===== config.mk =====
export PLATFORM = sky130hd
export DESIGN_NAME = dma_event_sync_capture
export DESIGN_NICKNAME = d
export VERILOG_FILES = /design/src/rtl/dma_event_pkg.sv /design/src/rtl/dma_event_sync_capture.sv /design/src/rtl/pin_sync.sv
export SDC_FILE = /design/constraint.sdc
export NUM_CORES = 1
export LEC_CHECK = 0
export BUFFER_PORTS_ARGS = -buffer_cell sky130_fd_sc_hd__buf_2
export CORE_ASPECT_RATIO = 1.1
export CORE_MARGIN = 1
export CORE_UTILIZATION = 55
export CTS_CLUSTER_DIAMETER = 30
export DETAILED_ROUTE_END_ITERATION = 8
export PLACE_DENSITY = 0.78
export SYNTH_ARGS = -nofsm -noshare
export SYNTH_HDL_FRONTEND = slang
export SYNTH_SLANG_ARGS = --single-unit

===== constraint.sdc =====
create_clock -name i_core_clk -period 165 [get_ports i_core_clk]
set_clock_uncertainty 0.15 [all_clocks]
set_input_delay 33 -clock i_core_clk [delete_from_list [all_inputs] [get_ports i_core_clk]]
set_output_delay 33 -clock i_core_clk [all_outputs]
set_load 0.1 [all_outputs]

===== src/rtl/dma_event_pkg.sv =====
// constants shared by the event capture front end
`default_nettype none
package dma_event_pkg;
    localparam int NUM_CHANNELS   = 64;
    localparam int CHAN_W         = 6;
    localparam int PRIO_W         = 2;
    localparam int SYNC_STAGES    = 2;
    // fixed channel numbers of the hard-wired event sources
    localparam int CH_HOST_IRQ    = 0;
    localparam int CH_TIMER0      = 1;
    localparam int CH_TIMER1      = 2;
    localparam int CH_WIDE_REFR   = 3;
    localparam int CH_PIN_EV_LO   = 4;
    localparam int CH_PIN_EV_HI   = 7;
    localparam int CH_GPIO_LO     = 8;
    localparam int CH_GPIO_HI     = 11;
    localparam int CH_SER_LO      = 12;
    localparam int CH_SER_NONE    = 16;
    localparam int CH_SER_HI      = 18;
    localparam int CH_TIMER2      = 19;
    localparam int CH_NARROW_REFR = 20;
    localparam int CH_UPPER_LO    = 28;
    // widths of the grouped event inputs
    localparam int PIN_EV_W       = 4;
    localparam int GPIO_W         = 4;
    localparam int SER_W          = 6;
    localparam int UPPER_W        = 36;
    // values after reset
    localparam logic [PRIO_W-1:0] PRIO_RESET  = 2'h0;
    localparam logic [CHAN_W-1:0] CHAN_RESET  = 6'h00;
    localparam logic [31:0]       LATCH_RESET = 32'h0000_0000;
endpackage
`default_nettype wire


===== src/rtl/dma_event_sync_capture.sv =====
// event capture, channel mapping and priority pick for the dma controller
`timescale 1ns/100ps
`default_nettype none
module dma_event_sync_capture #(
    parameter int NCH = dma_event_pkg::NUM_CHANNELS
) (
    input  wire logic                              i_core_clk,
    input  wire logic                              i_nrst,
    // on-chip event sources, same clock
    input  wire logic                              i_host_irq,
    input  wire logic                              i_timer0_irq,
    input  wire logic                              i_timer1_irq,
    input  wire logic                              i_timer2_irq,
    input  wire logic                              i_wide_mem_refresh_irq,
    input  wire logic                              i_narrow_mem_refresh_irq,
    input  wire logic [dma_event_pkg::SER_W-1:0]   i_serial_events,
    input  wire logic [dma_event_pkg::UPPER_W-1:0] i_upper_events,
    // pin-borne events, asynchronous
    input  wire logic [dma_event_pkg::PIN_EV_W-1:0] i_pin_event,
    input  wire logic [dma_event_pkg::GPIO_W-1:0]   i_gpio_event,
    // enables and software clears
    input  wire logic [31:0]                       i_event_enable_low,
    input  wire logic [31:0]                       i_event_enable_high,
    input  wire logic [63:0]                       i_latch_clear,
    // parameter ram priority write port
    input  wire logic                              i_param_wr,
    input  wire logic [dma_event_pkg::CHAN_W-1:0]  i_param_chan,
    input  wire logic [dma_event_pkg::PRIO_W-1:0]  i_param_prio,
    // service request to the transfer engine
    output logic                                   o_req_valid,
    output logic      [dma_event_pkg::CHAN_W-1:0]  o_req_chan,
    output logic      [dma_event_pkg::PRIO_W-1:0]  o_req_prio,
    input  wire logic                              i_req_ready,
    // captured event state
    output logic      [31:0]                       o_event_latch_low,
    output logic      [31:0]                       o_event_latch_high
);
    import dma_event_pkg::*;

    ////////////////////////////////////////////////////////////////////////
    // pin synchronisers
    logic [PIN_EV_W-1:0] pin_event_s;
    logic [GPIO_W-1:0]   gpio_event_s;

    pin_sync #(.WIDTH(PIN_EV_W + GPIO_W)) u_pin_sync (
        .i_core_clk (i_core_clk),
        .i_nrst     (i_nrst),
        .i_async    ({i_gpio_event, i_pin_event}),
        .o_sync     ({gpio_event_s, pin_event_s})
    );

    ////////////////////////////////////////////////////////////////////////
    // fixed event to channel map
    logic [NCH-1:0] event_level;

    always_comb begin
        event_level                   = '0;             // unused rows idle
        event_level[CH_HOST_IRQ]      = i_host_irq;
        event_level[CH_TIMER0]        = i_timer0_irq;
        event_level[CH_TIMER1]        = i_timer1_irq;
        event_level[CH_WIDE_REFR]     = i_wide_mem_refresh_irq;
        event_level[CH_PIN_EV_HI:CH_PIN_EV_LO] = pin_event_s;
        event_level[CH_GPIO_HI:CH_GPIO_LO]     = gpio_event_s;
        event_level[CH_SER_NONE-1:CH_SER_LO]   = i_serial_events[3:0];
        event_level[CH_SER_HI:CH_SER_NONE+1]   = i_serial_events[5:4];
        event_level[CH_TIMER2]        = i_timer2_irq;
        event_level[CH_NARROW_REFR] = i_narrow_mem_refresh_irq;
        event_level[NCH-1:CH_UPPER_LO] = i_upper_events;
    end

    ////////////////////////////////////////////////////////////////////////
    // rising edge detect and event latches
    logic [NCH-1:0] event_prev;
    logic [NCH-1:0] event_latch;
    logic [NCH-1:0] enable_mask;
    logic [NCH-1:0] service_clr;
    logic [NCH-1:0] event_rise;
    logic [NCH-1:0] latch_clr;

    assign enable_mask = {i_event_enable_high, i_event_enable_low};

    // a level that was low at the last edge is a new event
    assign event_rise = event_level & ~event_prev;

    // software or service clear; a new edge still wins
    assign latch_clr = i_latch_clear | service_clr;

    // previous level of every source
    always_ff @(posedge i_core_clk) begin
        if (!i_nrst) begin
            event_prev <= '0;
        end else begin
            event_prev <= event_level;
        end
    end

    // one latch per channel, set wins over clear
    genvar g;
    generate
        for (g = 0; g < NCH; g++) begin : g_latch
            always_ff @(posedge i_core_clk) begin
                if (!i_nrst) begin
                    event_latch[g] <= 1'b0;
                end else if (event_rise[g]) begin
                    event_latch[g] <= 1'b1;
                end else if (latch_clr[g]) begin
                    event_latch[g] <= 1'b0;
                end
            end
        end
    endgenerate

    assign o_event_latch_low  = event_latch[31:0];
    assign o_event_latch_high = event_latch[63:32];

    ////////////////////////////////////////////////////////////////////////
    // parameter ram: priority per channel
    logic [PRIO_W-1:0] prio_ram [NCH];
    logic [NCH-1:0]    prio_wr;

    // one-hot write strobe from the channel number
    always_comb begin
        prio_wr = '0;
        if (i_param_wr) begin
            prio_wr[i_param_chan] = 1'b1;
        end
    end

    // one priority entry per channel, each written only by its strobe
    generate
        for (g = 0; g < NCH; g++) begin : g_prio
            always_ff @(posedge i_core_clk) begin
                if (!i_nrst) begin
                    prio_ram[g] <= PRIO_RESET;
                end else if (prio_wr[g]) begin
                    prio_ram[g] <= i_param_prio;
                end
            end
        end
    endgenerate

    ////////////////////////////////////////////////////////////////////////
    // pick enabled pending event: lowest priority code, then lowest channel
    logic [NCH-1:0]    pending;
    logic              next_found;
    logic [CHAN_W-1:0] next_chan;
    logic [PRIO_W-1:0] next_prio;

    assign pending = event_latch & enable_mask;

    always_comb begin
        next_found = 1'b0;
        next_chan  = CHAN_RESET;
        next_prio  = PRIO_RESET;
        for (int c = NCH - 1; c >= 0; c--) begin
            if (pending[c] && (!next_found || prio_ram[c] <= next_prio)) begin
                next_found = 1'b1;
                next_chan  = CHAN_W'(c);
                next_prio  = prio_ram[c];
            end
        end
    end

    ////////////////////////////////////////////////////////////////////////
    // request register; drops for one cycle after each grant
    logic grant;

    assign grant = o_req_valid && i_req_ready;

    // valid loads while idle and drops for one cycle on grant
    always_ff @(posedge i_core_clk) begin
        if (!i_nrst) begin
            o_req_valid <= 1'b0;
        end else if (grant) begin
            o_req_valid <= 1'b0;
        end else if (!o_req_valid) begin
            o_req_valid <= next_found;
        end
    end

    // channel and priority follow the pick only while idle
    always_ff @(posedge i_core_clk) begin
        if (!i_nrst) begin
            o_req_chan <= CHAN_RESET;
            o_req_prio <= PRIO_RESET;
        end else if (!o_req_valid) begin
            o_req_chan <= next_chan;
            o_req_prio <= next_prio;
        end
    end

    ////////////////////////////////////////////////////////////////////////
    // stale request: its latch was dropped while it stood, so a later
    // edge on that channel is a fresh event the grant must not eat
    logic req_stale;

    always_ff @(posedge i_core_clk) begin
        if (!i_nrst) begin
            req_stale <= 1'b0;
        end else if (!o_req_valid || grant) begin
            req_stale <= 1'b0;
        end else if (!event_latch[o_req_chan]) begin
            req_stale <= 1'b1;
        end
    end

    // servicing clears the granted channel latch unless it went stale
    always_comb begin
        service_clr = '0;
        if (grant && !req_stale) begin
            service_clr[o_req_chan] = 1'b1;
        end
    end
endmodule // dma_event_sync_capture
`default_nettype wire


===== src/rtl/pin_sync.sv =====
// two-stage synchroniser for pin-borne event inputs
`timescale 1ns/100ps
`default_nettype none
module pin_sync #(
    parameter int WIDTH = 4
) (
    input  wire logic             i_core_clk,
    input  wire logic             i_nrst,
    input  wire logic [WIDTH-1:0] i_async,
    output logic      [WIDTH-1:0] o_sync
);
    logic [WIDTH-1:0] stage1;

    // first stage feeds only the second
    always_ff @(posedge i_core_clk) begin
        if (!i_nrst) begin
            stage1 <= '0;
            o_sync <= '0;
        end else begin
            stage1 <= i_async;
            o_sync <= stage1;
        end
    end
endmodule // pin_sync
`default_nettype wire

After elaboration in Yosys (flattened, before gate mapping):

Memory sizes are Yosys's and may differ from the RTL's.
Index checks and enable logic that the tools add are counted.

* magnitude comparators: 67
* mux-type cells: 586
* bitwise gates (word level): 69
* reduce and logical (&&, ||, !) cells: 262

Operators by type and width (count)
* two-way mux 1 bit: 389
* two-way mux 6 bit: 64
* two-way mux 2 bit: 128
* AND 64 bit: 2
* two-way mux 64 bit: 2
* nonzero test 2 bit: 64
* <= comparator 2 bit: 63
* logical AND 1 bit: 67
* logical NOT 1 bit: 65
* logical OR 1 bit: 64
* NOT 64 bit: 1
* bitwise OR 1 bit: 64
* bitwise OR 64 bit: 1
* less-than comparator 6 x 7 -> 1 bit, second input constant: 2
* demux 1 bit (select 6 bit): 2
* greater-or-equal comparator 6 x 1 -> 1 bit, second input constant: 2
* binary-select mux 1 bit (select 6 bit): 1
* OR reduction 2 bit: 2
* NOT 1 bit: 1

* flip-flop bits (word level): 154
* RAM bits: 128
* bits of input ports: 196
* output and inout port bits: 73
* word-level logic and storage cells: 1057
* memories: 1

Memories
* prio_ram: words 64, bits a word 2, rd ports 64, clocked after Yosys merged registers in 0, write ports 64, RTL line dma_event_sync_capture.sv:118 `logic [PRIO_W-1:0] prio_ram [NCH];`

Logic depth before layout (Yosys ltp):

* depth after elaboration: 255
* mapped depth: 416
* mapped depth without buffers: 407

Modules after synthesis:

Synthesis repeated with hierarchy kept, for this count alone.

* cells, all modules: 1987
* area, all modules: 16837.4 um^2

Modules (own cells, without submodules)
* dma_event_sync_capture: times used 1, cells an instance 1954, area an instance 16390.7 um^2, sequential area each 5805.6 um^2
* pin_sync: times used 1, cells an instance 33, area an instance 446.7 um^2, sequential area each 320.3 um^2

Worst setup path before layout:

OpenSTA, ideal clock, no wires.

* path kind: input to register
* start point: input i_event_enable_high[31]
* end point: register o_req_chan[5] (netlist name)
* setup time: 0.101 ns
* data arrival time: 97.735 ns
* required time: 164.749 ns
* setup slack: 67.014 ns
* stages on the path: 354
* buffers on the path: 9
* cell sequence: nand3_1 > ha_1 > nor2b_1 > o2111a_1 > or3_1 > nand2_1 > ha_1 > a222oi_1 > or2_2 > a31oi_1 > ha_1 > a221o_1 > nor2b_1 > a311oi_1 > or2_2 > ha_1 > a222oi_1 > nor2_1 > [318 not listed] > o21ai_0 > and2_0 > a31oi_1 > inv_1 > ha_1 > nor2b_1 > o21ai_0 > o21ba_2 > buf_4 > mux2i_1 > o31ai_2 > ha_1 > a21oi_1 > a21oi_1 > nor3_1 > nand2_1 > or4_1 > o41ai_1

* longest elaborated chain between the ends: 254
* elaborated cells on any way between the ends: 443
* classes of those cells: order compare (63); mux (190); bitwise (1); reduce/logical (189)

Ends and longest elaborated chain
* start: declaration: RTL line dma_event_sync_capture.sv:23 `input wire logic [31:0] i_event_enable_high,`
* AND 64 bit (*): RTL line dma_event_sync_capture.sv:149 `assign pending = event_latch & enable_mask;`
* two-way mux 2 bit / two-way mux 1 bit (equally long branches): RTL line dma_event_sync_capture.sv:156 `if (pending[c] && (!next_found || prio_ram[c] <= next_prio)) begin`
* <= comparator 2 bit / logical NOT 1 bit (equally long branches): RTL line dma_event_sync_capture.sv:156
* logical OR 1 bit: RTL line dma_event_sync_capture.sv:156
* logical AND 1 bit: RTL line dma_event_sync_capture.sv:156
* two-way mux 2 bit / two-way mux 1 bit (equally long branches): RTL line dma_event_sync_capture.sv:156
* <= comparator 2 bit / logical NOT 1 bit (equally long branches): RTL line dma_event_sync_capture.sv:156
* logical OR 1 bit: RTL line dma_event_sync_capture.sv:156
* [238 not listed]
* <= comparator 2 bit / logical NOT 1 bit (equally long branches): RTL line dma_event_sync_capture.sv:156
* logical OR 1 bit: RTL line dma_event_sync_capture.sv:156
* logical AND 1 bit: RTL line dma_event_sync_capture.sv:156
* two-way mux 2 bit / two-way mux 1 bit (equally long branches): RTL line dma_event_sync_capture.sv:156
* <= comparator 2 bit / logical NOT 1 bit (equally long branches): RTL line dma_event_sync_capture.sv:156
* logical OR 1 bit: RTL line dma_event_sync_capture.sv:156
* logical AND 1 bit: RTL line dma_event_sync_capture.sv:156
* two-way mux 6 bit (*): RTL line dma_event_sync_capture.sv:156
* end signal: assignment: RTL line dma_event_sync_capture.sv:187 `o_req_chan <= next_chan;`
* end: declaration: RTL line dma_event_sync_capture.sv:31 `output logic [dma_event_pkg::CHAN_W-1:0] o_req_chan,`

Every way passes the cells marked *; elsewhere a longest branch is shown, timed or not.
A chain may end at the register's enable or synchronous reset.

Worst setup path after layout:

Same ends and word-level chain as after synthesis.

==> impl_metrics.ini <==
[run_status]
status = finished clean

[clock_network]
postCtsSetupBuffers = 0
cts_sinks = 250
cts_htree_levels = 2
cts_tree = done
ctsHoldBuffers = 0
clk_latency_ns = 0.56
cts_root_buffer = clkbuf_16
cts-resized-gates = 0
clk_pin_slew_ns = 0.05
numCtsBuffers = 48
clockBufferDepth = 3

[logic_synthesis]
synth_edf_count = 112
synth-seq-cells = 250
synth-main-ff-cell = dfxtp_1
synth.distinct_cells = 92
synth_cells = 1977
ys_async_sr_fraction = 0
synth_top_area_share = 0.203
synth.cell_area_mm2 = 0.0166
ys_seq_area_frac = 0.369
yosysWarningCount = 0
synth.area.top_cells = edfxtp_1, dfxtp_1, ha_1
syn_avg_cell_area_um2 = 8.40
synth_top_area_cell = edfxtp_1

[sta]
setup_viol = 0
tightest_slew_ns = 1.21
fin_crit_sh = 0.665
setup_tns_ns = 0
grt_setup_unrepaired = false
relSlewSlack = 0.184
hold_viol_final = 0
period_minus_slack_ns = 109.80
slew_violations = 0
fmax_ghz = 0.00911

[die]
initial_core_util = 0.560
die_h_um = 184
num_rows = 66
core-area_mm2 = 0.0296
ios = 269
die_x_um = 168
dieArea_mm2 = 0.0309

[run]
cap_violations = 0

[setup_path]
required_ns = 165.30
critPathKind = primary input to flop
cp_slowest_cell = o41ai_1
crit_fanout = 12
endpoint_kind = flop
rr_startpoint = o_event_latch_high[31]$_SDFFE_PN0P_
crit_arrival_ns = 110.10
cp_common_cell = ha_1
critPathLaunch = i_event_enable_high[31]
path_delay_family = compound AO/OA/AOI/OAI gates
critPathLaunchType = primary input
slowest_delay_ns = 0.83
crit_buf_inv = 21

[power]
power_density_mw_per_mm2 = 16.8
ir_worst_vdd_mv = 0.0158
power_leakage_uw = 0.00846
power_uw = 331

[route]
ant_nets = 0
num_vias = 15800
firstDrtPassIters = 7
wire_per_inst_um = 19.7
routed_wl_um = 51500
drc_errors = 0
via_per_inst = 6.02
first_iter_violations = 1451

[layout]
drive_gt1_frac = 0.182
nNetsFinal = 2509
fin_util = 0.665
syn_to_final_growth_pct = 18.8
fillers = 2438

[place]
place_congestion = 0.962
post-dp-hpwl_um = 39300
io_buffers = 244

[grt]
grt.overflow.total = 0
grt_pass1_vias = 15200
grt_max_degree = 107
track_usage = 0.331
grt_pass1_wl_um = 79600
antenna_found_initial = 4

[hold_path]
hp-start = u_pin_sync.stage1[3]$_SDFF_PN0_
hold_class = flop to flop
-- routing by layer --
metal | global-route usage | up-vias | wire length (um)
met2 | 0.583 | 701 | 25000
met3 | 0.0451 | 165 | 3390
met4 | 0.194 | 0 | 2990
met5 | 0 | - | 0
met1 | 0.387 | 7441 | 20200
li1 | - | 7464 | -
-- metrics by stage --
step           std cells  setup slack, ns  hold WS [ns]  cell area (um^2)
2_1_floorplan       1984            67.01         0.262             16600
3_3_place_gp        2527            57.31         0.263             18000
3_5_place_dp        2527            56.09         0.269             18000
4_1_cts             2616            56.14         0.283             19700
5_1_grt             2620            48.12         0.301             19700
6_report            2620            55.20         0.279             19700
-- final timing paths --
path	end	slack (ns)	depth (start not counted)
worst min register to register	u_pin_sync.o_sync[3]$_SDFF_PN0_	0.28	1
worst max-delay path	o_req_chan[5]$_SDFFE_PN0N_	55.20	358
worst min-delay path	u_pin_sync.o_sync[3]$_SDFF_PN0_	0.28	1
worst max register to register	o_req_chan[5]$_SDFFE_PN0N_	87.22	357
-- cells in the mapped netlist (all sizes together) (4+ instances only) --
| cell | instances |
|---|---|
| a211oi | 9 |
| a21boi | 8 |
| a21o | 9 |
| a21oi | 161 |
| a221o | 4 |
| a221oi | 12 |
| a222oi | 5 |
| a22oi | 14 |
| a311oi | 9 |
| a31oi | 24 |
| a32oi | 4 |
| and2 | 92 |
| and3 | 23 |
| and4 | 5 |
| buf | 18 |
| clkbuf | 66 |
| dfxtp | 138 |
| edfxtp | 112 |
| ha | 110 |
| inv | 129 |
| mux2 | 19 |
| mux2i | 21 |
| mux4 | 7 |
| nand2 | 183 |
| nand2b | 77 |
| nand3 | 48 |
| nand3b | 9 |
| nand4 | 10 |
| nor2 | 210 |
| nor2b | 96 |
| nor3 | 32 |
| nor3b | 10 |
| o2111ai | 5 |
| o211ai | 4 |
| o21a | 68 |
| o21ai | 130 |
| o21bai | 11 |
| o22ai | 7 |
| o31ai | 10 |
| o41ai | 4 |
| or2 | 16 |
| or3 | 9 |
-- power by group --
group	switching, uW	total, uW	internal, uW
logic	94.8	157	61.8
registers	4.61	73.3	68.7
clock network	34.9	101	66.4
-- cells by family (layout without fill, tap and decap cells) --
group,count (synthesis),in the layout,synth area share
AND/OR/NAND/NOR,830,830,0.254
AO/OA/AOI/OAI,526,526,0.206
flip-flops,250,250,0.369
buffers and inverters,213,471,0.0526
adder cells (fa/ha/maj),110,110,0.0829
multiplexers,47,47,0.0350
other,1,12,0.000226
-- cell usage in the layout (no fill, tap or decap), types with 10 or more instances in the layout --
cell,Yosys,routed
nor3b_1,10,10
edfxtp_1,112,112
a21oi_1,154,154
and2_1,90,90
inv_6,0,10
o21a_1,68,68
ha_1,110,110
nor3_1,30,30
nor2b_1,96,96
nand3_1,46,46
a22oi_1,12,12
nand2b_1,77,77
nand4_1,10,10
nor2_1,209,209
a31oi_1,24,24
or2_2,13,13
o21ai_0,123,123
mux2_2,19,19
mux2i_1,21,21
and3_1,22,22
buf_2,2,243
inv_1,129,129
o21bai_1,11,11
dfxtp_1,138,138
buf_4,10,10
clkbuf_16,0,48
a221oi_1,11,11
nand2_1,182,182
-- area by class of cell --
cell class | instances | area [um^2] | area share
repair buffers | 253 | 1290 | 0.0655
clock buffers | 55 | 1250 | 0.0633
diodes | 4 | 10.0 | 0.000508
inverters | 129 | 484 | 0.0246
well taps | 374 | 468 | 0.0237
clock inverters | 34 | 459 | 0.0233
multi-input cells | 1521 | 9630 | 0.488
flip-flops and latches | 250 | 6130 | 0.311
-- sequential cells by signal, indices dropped and copies added, names as in the netlist, 2 cells and up --
signal and cells:
o_req_chan 6, o_event_latch_low 24, u_pin_sync.stage1 8, u_pin_sync.o_sync 8, o_req_prio 2, event_prev 56, prio_ram 112, o_event_latch_high 32
(Power assumes the default switching activity.)
